===== config.mk =====
export PLATFORM = sky130hd
export DESIGN_NAME = lcw_config_word
export DESIGN_NICKNAME = d
export VERILOG_FILES = /design/src/common/lcw_pkg.sv /design/src/rtl/lcw_config_word.sv /design/src/rtl/lcw_scan_map.sv
export SDC_FILE = /design/constraint.sdc
export NUM_CORES = 1
export LEC_CHECK = 0
export ABC_AREA = 1
export BUFFER_PORTS_ARGS = -buffer_cell sky130_fd_sc_hd__buf_2
export CAP_MARGIN = 20
export CORE_MARGIN = 1.5
export CORE_UTILIZATION = 40
export CTS_CLUSTER_DIAMETER = 60
export DETAILED_ROUTE_END_ITERATION = 6
export PLACE_DENSITY_LB_ADDON = 0.08
export RECOVER_POWER = 100
export REMOVE_ABC_BUFFERS = 1
export SLEW_MARGIN = 15
export SYNTH_ARGS = -nofsm -noshare
export SYNTH_HDL_FRONTEND = slang
export SYNTH_SLANG_ARGS = --single-unit

===== constraint.sdc =====
create_clock -name CLK_SYS -period 0.9 [get_ports CLK_SYS]
set_input_delay 0.18 -clock CLK_SYS [delete_from_list [all_inputs] [get_ports CLK_SYS]]
set_output_delay 0.18 -clock CLK_SYS [all_outputs]
set_load 0.01 [all_outputs]

===== src/common/lcw_pkg.sv =====
// Constants for the fourth configuration word of the matrix LED driver.
// Notes on behaviour
// - Bit 3 picks the per-channel current ceiling, resets to 0, 0 is the lower and 1 the higher.
// - Bit 14 is the scan-order reversal flag for stacked parts and resets to 1.
// - With the reversal flag clear, the second group of scan lines runs 16 up to 31.
// - With the reversal flag set, the second group of scan lines runs 31 down to 16.
// - Bits 16, 17 and 18 enable fine low-gray compensation for red, green and blue, reset 0.
// - Bits 19, 20 and 21 pick red, green and blue turn-off slew, 0 slow and 1 fast, reset 0.
// - Bits 23-22 and 25-24 pick red and green turn-on slew, reset 01, 00 slowest to 11 fastest.
// - Bit 39 enables decoupling between on and off channels and resets to 0.
// - Bits 43-40 hold the decoupling boost level, reset 1000, codes 0000 to 1111 for levels 1-16.
// - Bits 32, 33 and 34 enable coarse low-gray compensation for red, green and blue, reset 0.
package lcw_pkg;
    localparam int          ADDR_W      = 4;
    localparam int          DATA_W      = 48;
    localparam int          LINE_W      = 5;
    // Register offsets on the plain register port.
    localparam logic [3:0]  ADDR_CONFIG = 4'h0;
    localparam logic [3:0]  ADDR_STATUS = 4'h1;
    // Reset value and writable-bit mask of the configuration word.
    localparam logic [47:0] CFG_RESET   = 48'h0800_0540_4000;
    localparam logic [47:0] CFG_WMASK   = 48'h1fff_0fff_4008;
    // Field positions.
    localparam int          B_CEIL      = 3;
    localparam int          B_SCANREV   = 14;
    localparam int          B_FINE_LO   = 16;
    localparam int          B_OFF_LO    = 19;
    localparam int          B_ON_R_LO   = 22;
    localparam int          B_ON_G_LO   = 24;
    localparam int          B_ON_B_LO   = 26;
    localparam int          B_COARSE_LO = 32;
    localparam int          B_DIM_LO    = 35;
    localparam int          B_DECOUPLE  = 39;
    localparam int          B_BOOST_LO  = 40;
    localparam int          B_BOOST_EN  = 44;
    // Scan line numbering for the two stacked groups of sixteen.
    localparam logic [4:0]  LINE_GROUP2 = 5'h10;
    localparam logic [5:0]  LINE_MIRROR = 6'h2f;
endpackage : lcw_pkg


===== src/rtl/lcw_config_word.sv =====
// Fourth configuration word register with its field outputs and scan mapping.
`timescale 1ns/10ps
module lcw_config_word #(
    parameter int ADDR_W = lcw_pkg::ADDR_W,
    parameter int DATA_W = lcw_pkg::DATA_W,
    parameter int LINE_W = lcw_pkg::LINE_W
) (
    // Clock and reset.
    input  wire logic              CLK_SYS,
    input  wire logic              RST,
    // Register port.
    input  wire logic [ADDR_W-1:0] ADDR,
    input  wire logic [DATA_W-1:0] WDATA,
    input  wire logic              WR,
    input  wire logic              RD,
    output logic      [DATA_W-1:0] RDATA,
    // Scan line mapping.
    input  wire logic [LINE_W-1:0] LINE_IDX,
    output logic      [LINE_W-1:0] SCAN_LINE,
    // Configuration fields.
    output logic                   CURRENT_CEILING_SELECT,
    output logic                   SCAN_ORDER_REVERSE,
    output logic      [2:0]        LOWGRAY_FINE_ENABLE,
    output logic      [2:0]        TURNOFF_SLEW,
    output logic      [1:0]        RED_TURNON_SLEW,
    output logic      [1:0]        GREEN_TURNON_SLEW,
    output logic      [1:0]        BLUE_TURNON_SLEW,
    output logic      [2:0]        LOWGRAY_COARSE_ENABLE,
    output logic      [3:0]        FIRST_LINE_DIM,
    output logic                   ONOFF_DECOUPLING_ENABLE,
    output logic      [3:0]        DECOUPLING_BOOST_LEVEL,
    output logic                   DECOUPLING_BOOST_ENABLE
);
    logic [DATA_W-1:0] cfg_q;
    logic [DATA_W-1:0] cfg_d;
    logic [DATA_W-1:0] rdata_q;
    logic [DATA_W-1:0] rdata_d;
    logic              cfg_hit;
    logic              status_hit;

    // Address decode.
    always_comb
    begin
        cfg_hit    = 1'b0;
        status_hit = 1'b0;
        if (ADDR == ADDR_W'(lcw_pkg::ADDR_CONFIG))
            cfg_hit = 1'b1;
        else if (ADDR == ADDR_W'(lcw_pkg::ADDR_STATUS))
            status_hit = 1'b1;
    end

    // Only writable bits take the written value; reserved bits keep their fixed value.
    always_comb
    begin
        cfg_d = cfg_q;
        if (WR && cfg_hit)
        begin
            cfg_d = (WDATA & lcw_pkg::CFG_WMASK)
                  | (lcw_pkg::CFG_RESET & ~lcw_pkg::CFG_WMASK);
        end
    end

    // Read data stand only in the cycle after the read strobe; unmapped reads return zero.
    always_comb
    begin
        rdata_d = '0;
        if (RD && cfg_hit)
            rdata_d = cfg_q;
        else if (RD && status_hit)
            rdata_d = {{(DATA_W-LINE_W){1'b0}}, SCAN_LINE};
    end

    // Register the configuration word and the read data.
    always_ff @(posedge CLK_SYS)
    begin
        if (RST)
        begin
            cfg_q   <= lcw_pkg::CFG_RESET;
            rdata_q <= '0;
        end
        else
        begin
            cfg_q   <= cfg_d;
            rdata_q <= rdata_d;
        end
    end

    // Field outputs are slices of the configuration flip-flops.
    assign RDATA                   = rdata_q;
    assign CURRENT_CEILING_SELECT  = cfg_q[lcw_pkg::B_CEIL];
    assign SCAN_ORDER_REVERSE      = cfg_q[lcw_pkg::B_SCANREV];
    assign LOWGRAY_FINE_ENABLE     = cfg_q[lcw_pkg::B_FINE_LO +: 3];
    assign TURNOFF_SLEW            = cfg_q[lcw_pkg::B_OFF_LO +: 3];
    assign RED_TURNON_SLEW         = cfg_q[lcw_pkg::B_ON_R_LO +: 2];
    assign GREEN_TURNON_SLEW       = cfg_q[lcw_pkg::B_ON_G_LO +: 2];
    assign BLUE_TURNON_SLEW        = cfg_q[lcw_pkg::B_ON_B_LO +: 2];
    assign LOWGRAY_COARSE_ENABLE   = cfg_q[lcw_pkg::B_COARSE_LO +: 3];
    assign FIRST_LINE_DIM          = cfg_q[lcw_pkg::B_DIM_LO +: 4];
    assign ONOFF_DECOUPLING_ENABLE = cfg_q[lcw_pkg::B_DECOUPLE];
    assign DECOUPLING_BOOST_LEVEL  = cfg_q[lcw_pkg::B_BOOST_LO +: 4];
    assign DECOUPLING_BOOST_ENABLE = cfg_q[lcw_pkg::B_BOOST_EN];

    // Scan line mapper steered by the reversal flag.
    lcw_scan_map #(
        .LINE_W      (LINE_W)
    ) u_scan_map (
        .clk         (CLK_SYS),
        .rst         (RST),
        .line_idx    (LINE_IDX),
        .reverse     (cfg_q[lcw_pkg::B_SCANREV]),
        .phys_line_q (SCAN_LINE)
    );
endmodule : lcw_config_word


===== src/rtl/lcw_scan_map.sv =====
// Maps a logical scan line index to the physical line for stacked parts.
`timescale 1ns/10ps
module lcw_scan_map #(
    parameter int LINE_W = lcw_pkg::LINE_W
) (
    // Clock and reset.
    input  wire logic              clk,
    input  wire logic              rst,
    // Mapping request.
    input  wire logic [LINE_W-1:0] line_idx,
    input  wire logic              reverse,
    // Mapped line, registered.
    output logic      [LINE_W-1:0] phys_line_q
);
    logic [LINE_W-1:0] phys_line_d;
    logic [5:0]        mirrored;

    // Second group counts down from the top when reversed.
    always_comb
    begin
        mirrored    = lcw_pkg::LINE_MIRROR - {1'b0, line_idx};
        phys_line_d = line_idx;
        if ((line_idx >= lcw_pkg::LINE_GROUP2) && reverse)
        begin
            phys_line_d = mirrored[LINE_W-1:0];
        end
    end

    // Register the mapped line.
    always_ff @(posedge clk)
    begin
        if (rst)
            phys_line_q <= '0;
        else
            phys_line_q <= phys_line_d;
    end
endmodule : lcw_scan_map


Word level (Yosys, flattened, before mapping)

Cells that the tools add are included.

Bits in registers: 80
Bits in latches: 0
Bits in writable memories: 0
Bits in read-only memories: 0
Input bits: 61
Output and inout port bits: 80
Word-level logic and storage cells: 22
Memories: 0

Add/sub/neg operators: 1
Multipliers: 0
Divide/modulo/power cells: 0
Magnitude comparators: 1
Equality and inequality tests: 1
Shift-type cells: 0
Muxes and demuxes: 6
Bitwise operators: 1
Reduce and logical (&&, ||, !) cells: 7

Operator list:

| kind                                                               | number |
|---|---|
| 45-bit two-way mux                                                 | 1 |
| 5-bit two-way mux                                                  | 2 |
| 5-bit >= comparator (second input constant)                        | 1 |
| 4-bit by 5-bit subtractor with 5-bit output (first input constant) | 1 |
| 4-bit by 1-bit == test with 1-bit output (second input constant)   | 1 |
| 1-bit logical AND                                                  | 4 |
| 4-bit logical NOT                                                  | 1 |
| 1-bit two-way mux                                                  | 3 |
| 3-bit OR reduction                                                 | 1 |
| 2-bit OR reduction                                                 | 1 |
| 1-bit NOT                                                          | 1 |

Logic depth before layout (Yosys ltp)

Gate-level depths: netlist (run 1).

Depth after elaboration: 6
Depth in mapped cells: 6
Depth with buffers taken out: 5

Cells and area by module

A second synthesis (run 1) with hierarchy kept.

Cells, all modules: 339
Area total of the unflattened synthesis: 2,645.0 µm²

Modules (own cells, without submodules):

| module          | times used | cells each | area each (µm²) | seq. area each (µm²) |
|---|---|---|---|---|
| lcw_config_word | 1          | 313        | 2,421.1         | 1,161.1 |
| lcw_scan_map    | 1          | 26         | 224.0           | 100.1 |

Worst setup path after synthesis (run 1)

Ideal clock, no wire load.

Path kind: input to register
Start point: input ADDR[1]
End point: register cfg_q[27]
Setup time: 0.110 ns
Arrival: 0.782 ns
Required time: 0.790 ns
Path slack: 0.008 ns
Cell stages on the path: 6
Path buffers: 2
Cell sequence: nor2_4 > buf_4 > buf_6 > nand4_1 > nand2_1 > nor2_1

Longest elaborated chain between the ends: 3

RTL lines:

| element              | line                  | text |
|---|---|---|
| from (decl)          | lcw_config_word.sv:12 | `input wire logic [ADDR_W-1:0] ADDR,` |
| 4-bit logical NOT    | lcw_config_word.sv:46 | `if (ADDR == ADDR_W'(lcw_pkg::ADDR_CONFIG))` |
| 1-bit two-way mux    | lcw_config_word.sv:46 |  |
| 1-bit logical AND    | lcw_config_word.sv:56 | `if (WR && cfg_hit)` |
| to (signal assigned) | lcw_config_word.sv:78 | `cfg_q <= lcw_pkg::CFG_RESET;` |
| to (signal assigned) | lcw_config_word.sv:83 | `cfg_q <= cfg_d;` |
| to (decl)            | lcw_config_word.sv:34 | `logic [DATA_W-1:0] cfg_q;` |

Every way passes these cells.
A chain may end at the register's enable or synchronous reset.

Final worst setup path (run 1)

Start point: register cfg_q[14]
End point: output SCAN_ORDER_REVERSE

RTL lines:

| element   | line                  | text |
|---|---|---|
| to (decl) | lcw_config_word.sv:22 | `output logic SCAN_ORDER_REVERSE,` |

No word-level cell between the ends.

==> results.md, run 1 <==
- Clk slew on worst S/H paths: 0.06 ns
- Largest net degree at the start of global routing: 18
- Wire per inst: 11.3 microns
- Vias in the first global route: 2122
- Avg Cell Area, Syn: 7.69 sq um
- Root Driver: clkbuf_8
- Ports: 141
- CTS Buf Count: 9
- Setup ws final: -0.0795 ns
- First-pass GRT wire length: 9520 microns
- Max Cap Viol: 0
- Residual DRC: 0
- Seq/Total Area, Yosys: 49.9%
- Max-slew violation count: 0
- Worst setup SP type: flip-flop
- Synth cell types: 16
- Area of the multi-input gates: 767 sq um
- Hold Crit Class: in2reg
- Clk Latency, worst-skew pair: 0.33 ns
- Layout filler cell count: 567
- Worst Setup Path Type: reg2out
- Max Clk Rate: 1020 MHz
- CP Cell Sequence: buf_6
- I/O Buffers: 102
- CP endpoint kind: primary output
- Dpl hpwl: 3990 microns
- RSZ-0062 raised after global routing: true
- Syn-to-layout area delta: 45.4%
- Syn Std Cell Area: 0.00253 sq mm
- CP max stage delay: 0.36 ns
- H-tree depth: 3
- NumNets Final: 508
- Number of synthesized register bits: 63
- Die span in y: 82.5 microns
- Rows: 28
- Via count: 2243
- Vias per std cell: 4.27
- Chip width: 82.5 microns
- Final Critical Period: 0.980 ns
- CTS Sinks: 63
- Failing checks: setup timing
- Max clock buf depth: 2
- Tot GR Track Use: 18.9%
- Seq. cell area: 0.00132 sq mm
- Worst EP arrival: 0.80 ns
- Final hold viol count: 0
- Critical-path top delay cell: dfxtp_2
- Pwr Density: 1550 mW/mm^2
- Remaining antenna violation count: 0
- Setup slack after placement: -0.201 ns
- Endpoints failing setup: 63
- N_diodes: 0
- Final WL: 5930 microns
- Core ar.: 0.00603 sq mm
- Die area: 0.00681 sq mm
- TritonCTS clock tree: built
- GP Congestion: 0.720
- Non-filler cells, final: 525
- VDD IR max: 0.831 mV
- Clock Skew: 0.00708 ns
- R2R Setup Slk: 0.04 ns
- Leak pwr: 0.00198 uW
- Critical path required time: 0.72 ns
- CP bufs+invs: 1
- Outcome: finished, violations left
- Layout cells sized above 1: 41.6%
- DR iter-0 viols: 67
- Initial antenna violation count: 0
- Post-Synthesis Cells: 329
- Final period util: 109%
- Synth warn: 0
- Initial core utilization: 42.0%
- Critical-path maximum fanout: 4
- Crit-path leading delay family: flip-flops
- Grt total ovfl: 0
- First-pass DRT Iterations: 4
- Dpl cells: 508
[power by group]
group | internal (uW) | switching, uW
registers | 2840 | 34.6
clock network | 1270 | 984
logic | 275 | 306
total | 4390 | 1320
[stage by stage]
| step | hold WS [ns] | TNS, ns | utilization [%] | cell area [sq um] | total power, uW |
|---|---|---|---|---|---|
| 4_1_cts | 0.0438 | -3.61 | 59.9 | 3610 | 5790 |
| 3_5_place_dp | 0.408 | -8.27 | 52.2 | 3140 | 3450 |
| 2_1_floorplan | 0.251 | -16.50 | - | 2340 | 3170 |
| 5_1_grt | 0.0504 | -6.18 | 61.0 | 3680 | 6020 |
| 6_report | 0.0575 | -2.50 | 61.0 | 3680 | 5720 |
| 3_3_place_gp | 0.412 | -7.69 | 52.2 | 3140 | 3450 |
[per-layer routing]
metal	part of all wire (%)	global-route usage (%)
met2	45	30.5
met5	0	0
met4	2.0	8.00
met1	45	22.8
met3	8.2	6.59
[worst paths after layout]
kind | start | endpoint | depth (start not counted)
min reg2reg | u_scan_map.phys_line_q[4]$_SDFF_PP0_ | RDATA[4]$_SDFF_PP0_ | 2
max | cfg_q[14]$_SDFFE_PP1P_ | SCAN_ORDER_REVERSE | 1
max reg2reg | cfg_q[14]$_SDFFE_PP1P_ | u_scan_map.phys_line_q[3]$_SDFF_PP0_ | 3
min | LINE_IDX[4] | u_scan_map.phys_line_q[4]$_SDFF_PP0_ | 3
[cells in the final DEF (no fill, tap or decap)]
cell type  instances
nand2_1           52
dfxtp_1           16
nor2_2             1
conb_1            17
and2_0             1
nor2_1            58
clkbuf_2           2
dfxtp_4            1
xor2_1             4
clkbuf_1           2
buf_2             55
nand3_1            7
nor2_4             2
nand4_1           28
buf_12             5
clkbuf_8          13
dfxtp_2           46
nand3_2            1
buf_4             12
buf_6             47
inv_2              1
clkbuf_4           1
inv_1             78
[timing repair]
action / 4_1_cts / 5_1_grt
endpoints found under the setup margin: 63 / 65
hold buffers: 0 / 0
gates resized for setup: 72 / 23
buffers inserted: 3 / 1
[cells in the mapped netlist (all sizes together)]
cell	instances	share of area [%]
nand4	28	6.9
xor2	4	1.4
nor2	61	9.9
and2	1	0.25
inv	79	12
buf	32	9.8
conb	1	0.15
dfxtp	63	50
nand3	8	2.3
nand2	52	7.7
[flip-flops by register name, summed over array words and instances, names as in the netlist]
| name | flops |
|---|---|
| u_scan_map.phys_line_q | 5 |
| RDATA | 31 |
| cfg_q | 27 |
[cell families after synthesis]
group | Yosys count | share of synthesized area (%)
XOR/XNOR | 4 | 1.38
flip-flops | 63 | 49.9
AND/OR/NAND/NOR | 150 | 27.1
buffers and inverters | 111 | 21.5
other | 1 | 0.148
[layout make-up]
type / count / area share [%]
Sequential cell: 63 / 36.0
Multi-Input combinational cell: 171 / 20.9
Tap cell: 75 / 2.55
Timing Repair Buffer: 123 / 27.6
Inverter: 79 / 8.06
Clock buffer: 14 / 4.97
Note: power is estimated with default switching activity, not from simulation.
==> run 2, diff against run 1 <==
--- a/config.mk
+++ b/config.mk
@@ -6,12 +6,12 @@
 export NUM_CORES = 1
 export LEC_CHECK = 0
 export ABC_AREA = 1
-export BUFFER_PORTS_ARGS = -buffer_cell sky130_fd_sc_hd__buf_2
 export CAP_MARGIN = 20
 export CORE_MARGIN = 1.5
-export CORE_UTILIZATION = 40
+export CORE_UTILIZATION = 56
 export CTS_CLUSTER_DIAMETER = 60
 export DETAILED_ROUTE_END_ITERATION = 6
+export DONT_BUFFER_PORTS = 1
 export PLACE_DENSITY_LB_ADDON = 0.08
 export RECOVER_POWER = 100
 export REMOVE_ABC_BUFFERS = 1
==> run 2 against run 1 <==
The flow still finishes with violations (setup timing). First-iteration DRC count rose by 30%. Non-clock buffer count fell by 103. Combinational power fell by 43%. Critical path type unchanged. Largest cell class unchanged. Largest power group unchanged.
==> results.md, run 2 (synthesized netlist as in run 1, its figures left out) <==
- Outcome: finished, violations left
- Failing checks: setup timing
- Root Driver: clkbuf_8
- Dpl hpwl: 3330 microns
- CP max stage delay: 0.32 ns
- CTS Sinks: 63
- Clk Latency, worst-skew pair: 0.33 ns
- First-pass GRT wire length: 7930 microns
- Final hold viol count: 0
- Min Hold Slack: 0.0303 ns
- RSZ-0062 raised after global routing: true
- CTS Buf Count: 9
- Final Critical Period: 0.944 ns
- H-tree depth: 3
- Hold Crit Class: in2reg
- CP endpoint kind: primary output
- Vias per std cell: 4.64
- M2 GR Usage: 35.8%
- Max Clk Rate: 1060 MHz
- Post-layout util: 63.6%
- Final WL: 4940 microns
- Critical-path maximum fanout: 3
- Pwr Density: 1890 mW/mm^2
- I/O Buffers: 0
- Pwr Total: 5240 uW
- Critical path required time: 0.72 ns
- GP Congestion: 0.746
- Leak pwr: 0.00140 uW
- Setup slack after placement: -0.0517 ns
- Critical-path top delay cell: dfxtp_2
- Final period util: 105%
- Most frequent cells in the layout: inv_1 (78), nor2_1 (58), nand2_1 (52)
- Setup ws final: -0.0438 ns
- Vias in the first global route: 1795
- Crit-path leading delay family: flip-flops
- NumNets Final: 405
- Max clock buf depth: 2
- Ports: 141
- N_diodes: 0
- VDD IR max: 0.995 mV
- Clock Skew: 0.00414 ns
- Syn-to-layout area delta: 9.40%
- Tot GR Track Use: 20.8%
- Remaining antenna violation count: 0
- Max-slew violation count: 0
- GRT met1 Usage: 22.8%
- Worst EP arrival: 0.76 ns
- TritonCTS clock tree: built
- CP Cell Sequence: buf_6
- Largest net degree at the start of global routing: 29
- Clk slew on worst S/H paths: 0.06 ns
- Die span in y: 70.2 microns
- Core ar.: 0.00435 sq mm
- Max Cap Viol: 0
- Worst Setup Path Type: reg2out
- Residual DRC: 0
- CP bufs+invs: 1
- Max reg flops: 31
- M3 GR Usage: 6.64%
- Wire per inst: 12.3 microns
- First-pass DRT Iterations: 4
- Endpoints failing setup: 7
- Commonest non-fill, non-tap cell in the layout: inv_1
- Initial core utilization: 58.1%
- Grt total ovfl: 0
- Worst setup SP type: flip-flop
- Chip width: 70.2 microns
- Busiest grt layer: met2
- DR iter-0 viols: 87
- Via count: 1856
- Layout cells sized above 1: 12.1%
- Die area: 0.00493 sq mm
- Rows: 24
- Initial antenna violation count: 0
run 2: what timing repair did:
item / 4_1_cts / 5_1_grt
buffers inserted: 0 / 0
setup endpoints to repair: 36 / 4
hold endpoints to repair: 5 / 0
hold buffers: 6 / 0
gates resized for setup: 39 / 2
run 2: layer usage:
metal | up-vias | wire length (microns)
met4 | 0 | 73
met1 | 804 | 2060
met2 | 86 | 2400
li1 | 958 | -
met3 | 8 | 405
met5 | - | 0
run 2: power by group:
group          internal [uW]  leakage, uW  switching (uW)  total (uW)
Sequential              2840     0.000514            54.1        2900
Combinational            121     0.000804             211         332
Clock                   1060    0.0000805             951        2010
Total                   4020      0.00140            1220        5240
run 2: cell type report:
class                           count  area (sq um)
Inverter                           79           297
Multi-Input combinational cell    171           785
Clock inverter                      1          5.00
Clock buffer                       14           153
Tap cell                           52          65.1
Timing Repair Buffer               20           188
Fill cell                         406          1590
Sequential cell                    63          1280
run 2: path summary, 6_finish.rpt:
kind | startpoint | to | slack [ns] | depth (start not counted)
max | cfg_q[14]$_SDFFE_PP1P_ | SCAN_ORDER_REVERSE | -0.04 | 1
min | RST | RDATA[3]$_SDFF_PP0_ | 0.03 | 3
max reg2reg | cfg_q[14]$_SDFFE_PP1P_ | u_scan_map.phys_line_q[2]$_SDFF_PP0_ | 0.05 | 3
min reg2reg | u_scan_map.phys_line_q[0]$_SDFF_PP0_ | RDATA[0]$_SDFF_PP0_ | 0.46 | 2
run 2: through the flow:
step | area, sq um | TNS, ns | std cells
after floorplan | 2340 | -16.50 | 313
after global placement | 2540 | -0.597 | 379
after detailed placement | 2540 | -0.723 | 379
after CTS | 2810 | -0.0676 | 400
after global routing | 2770 | -0.621 | 400
final | 2770 | -0.112 | 400
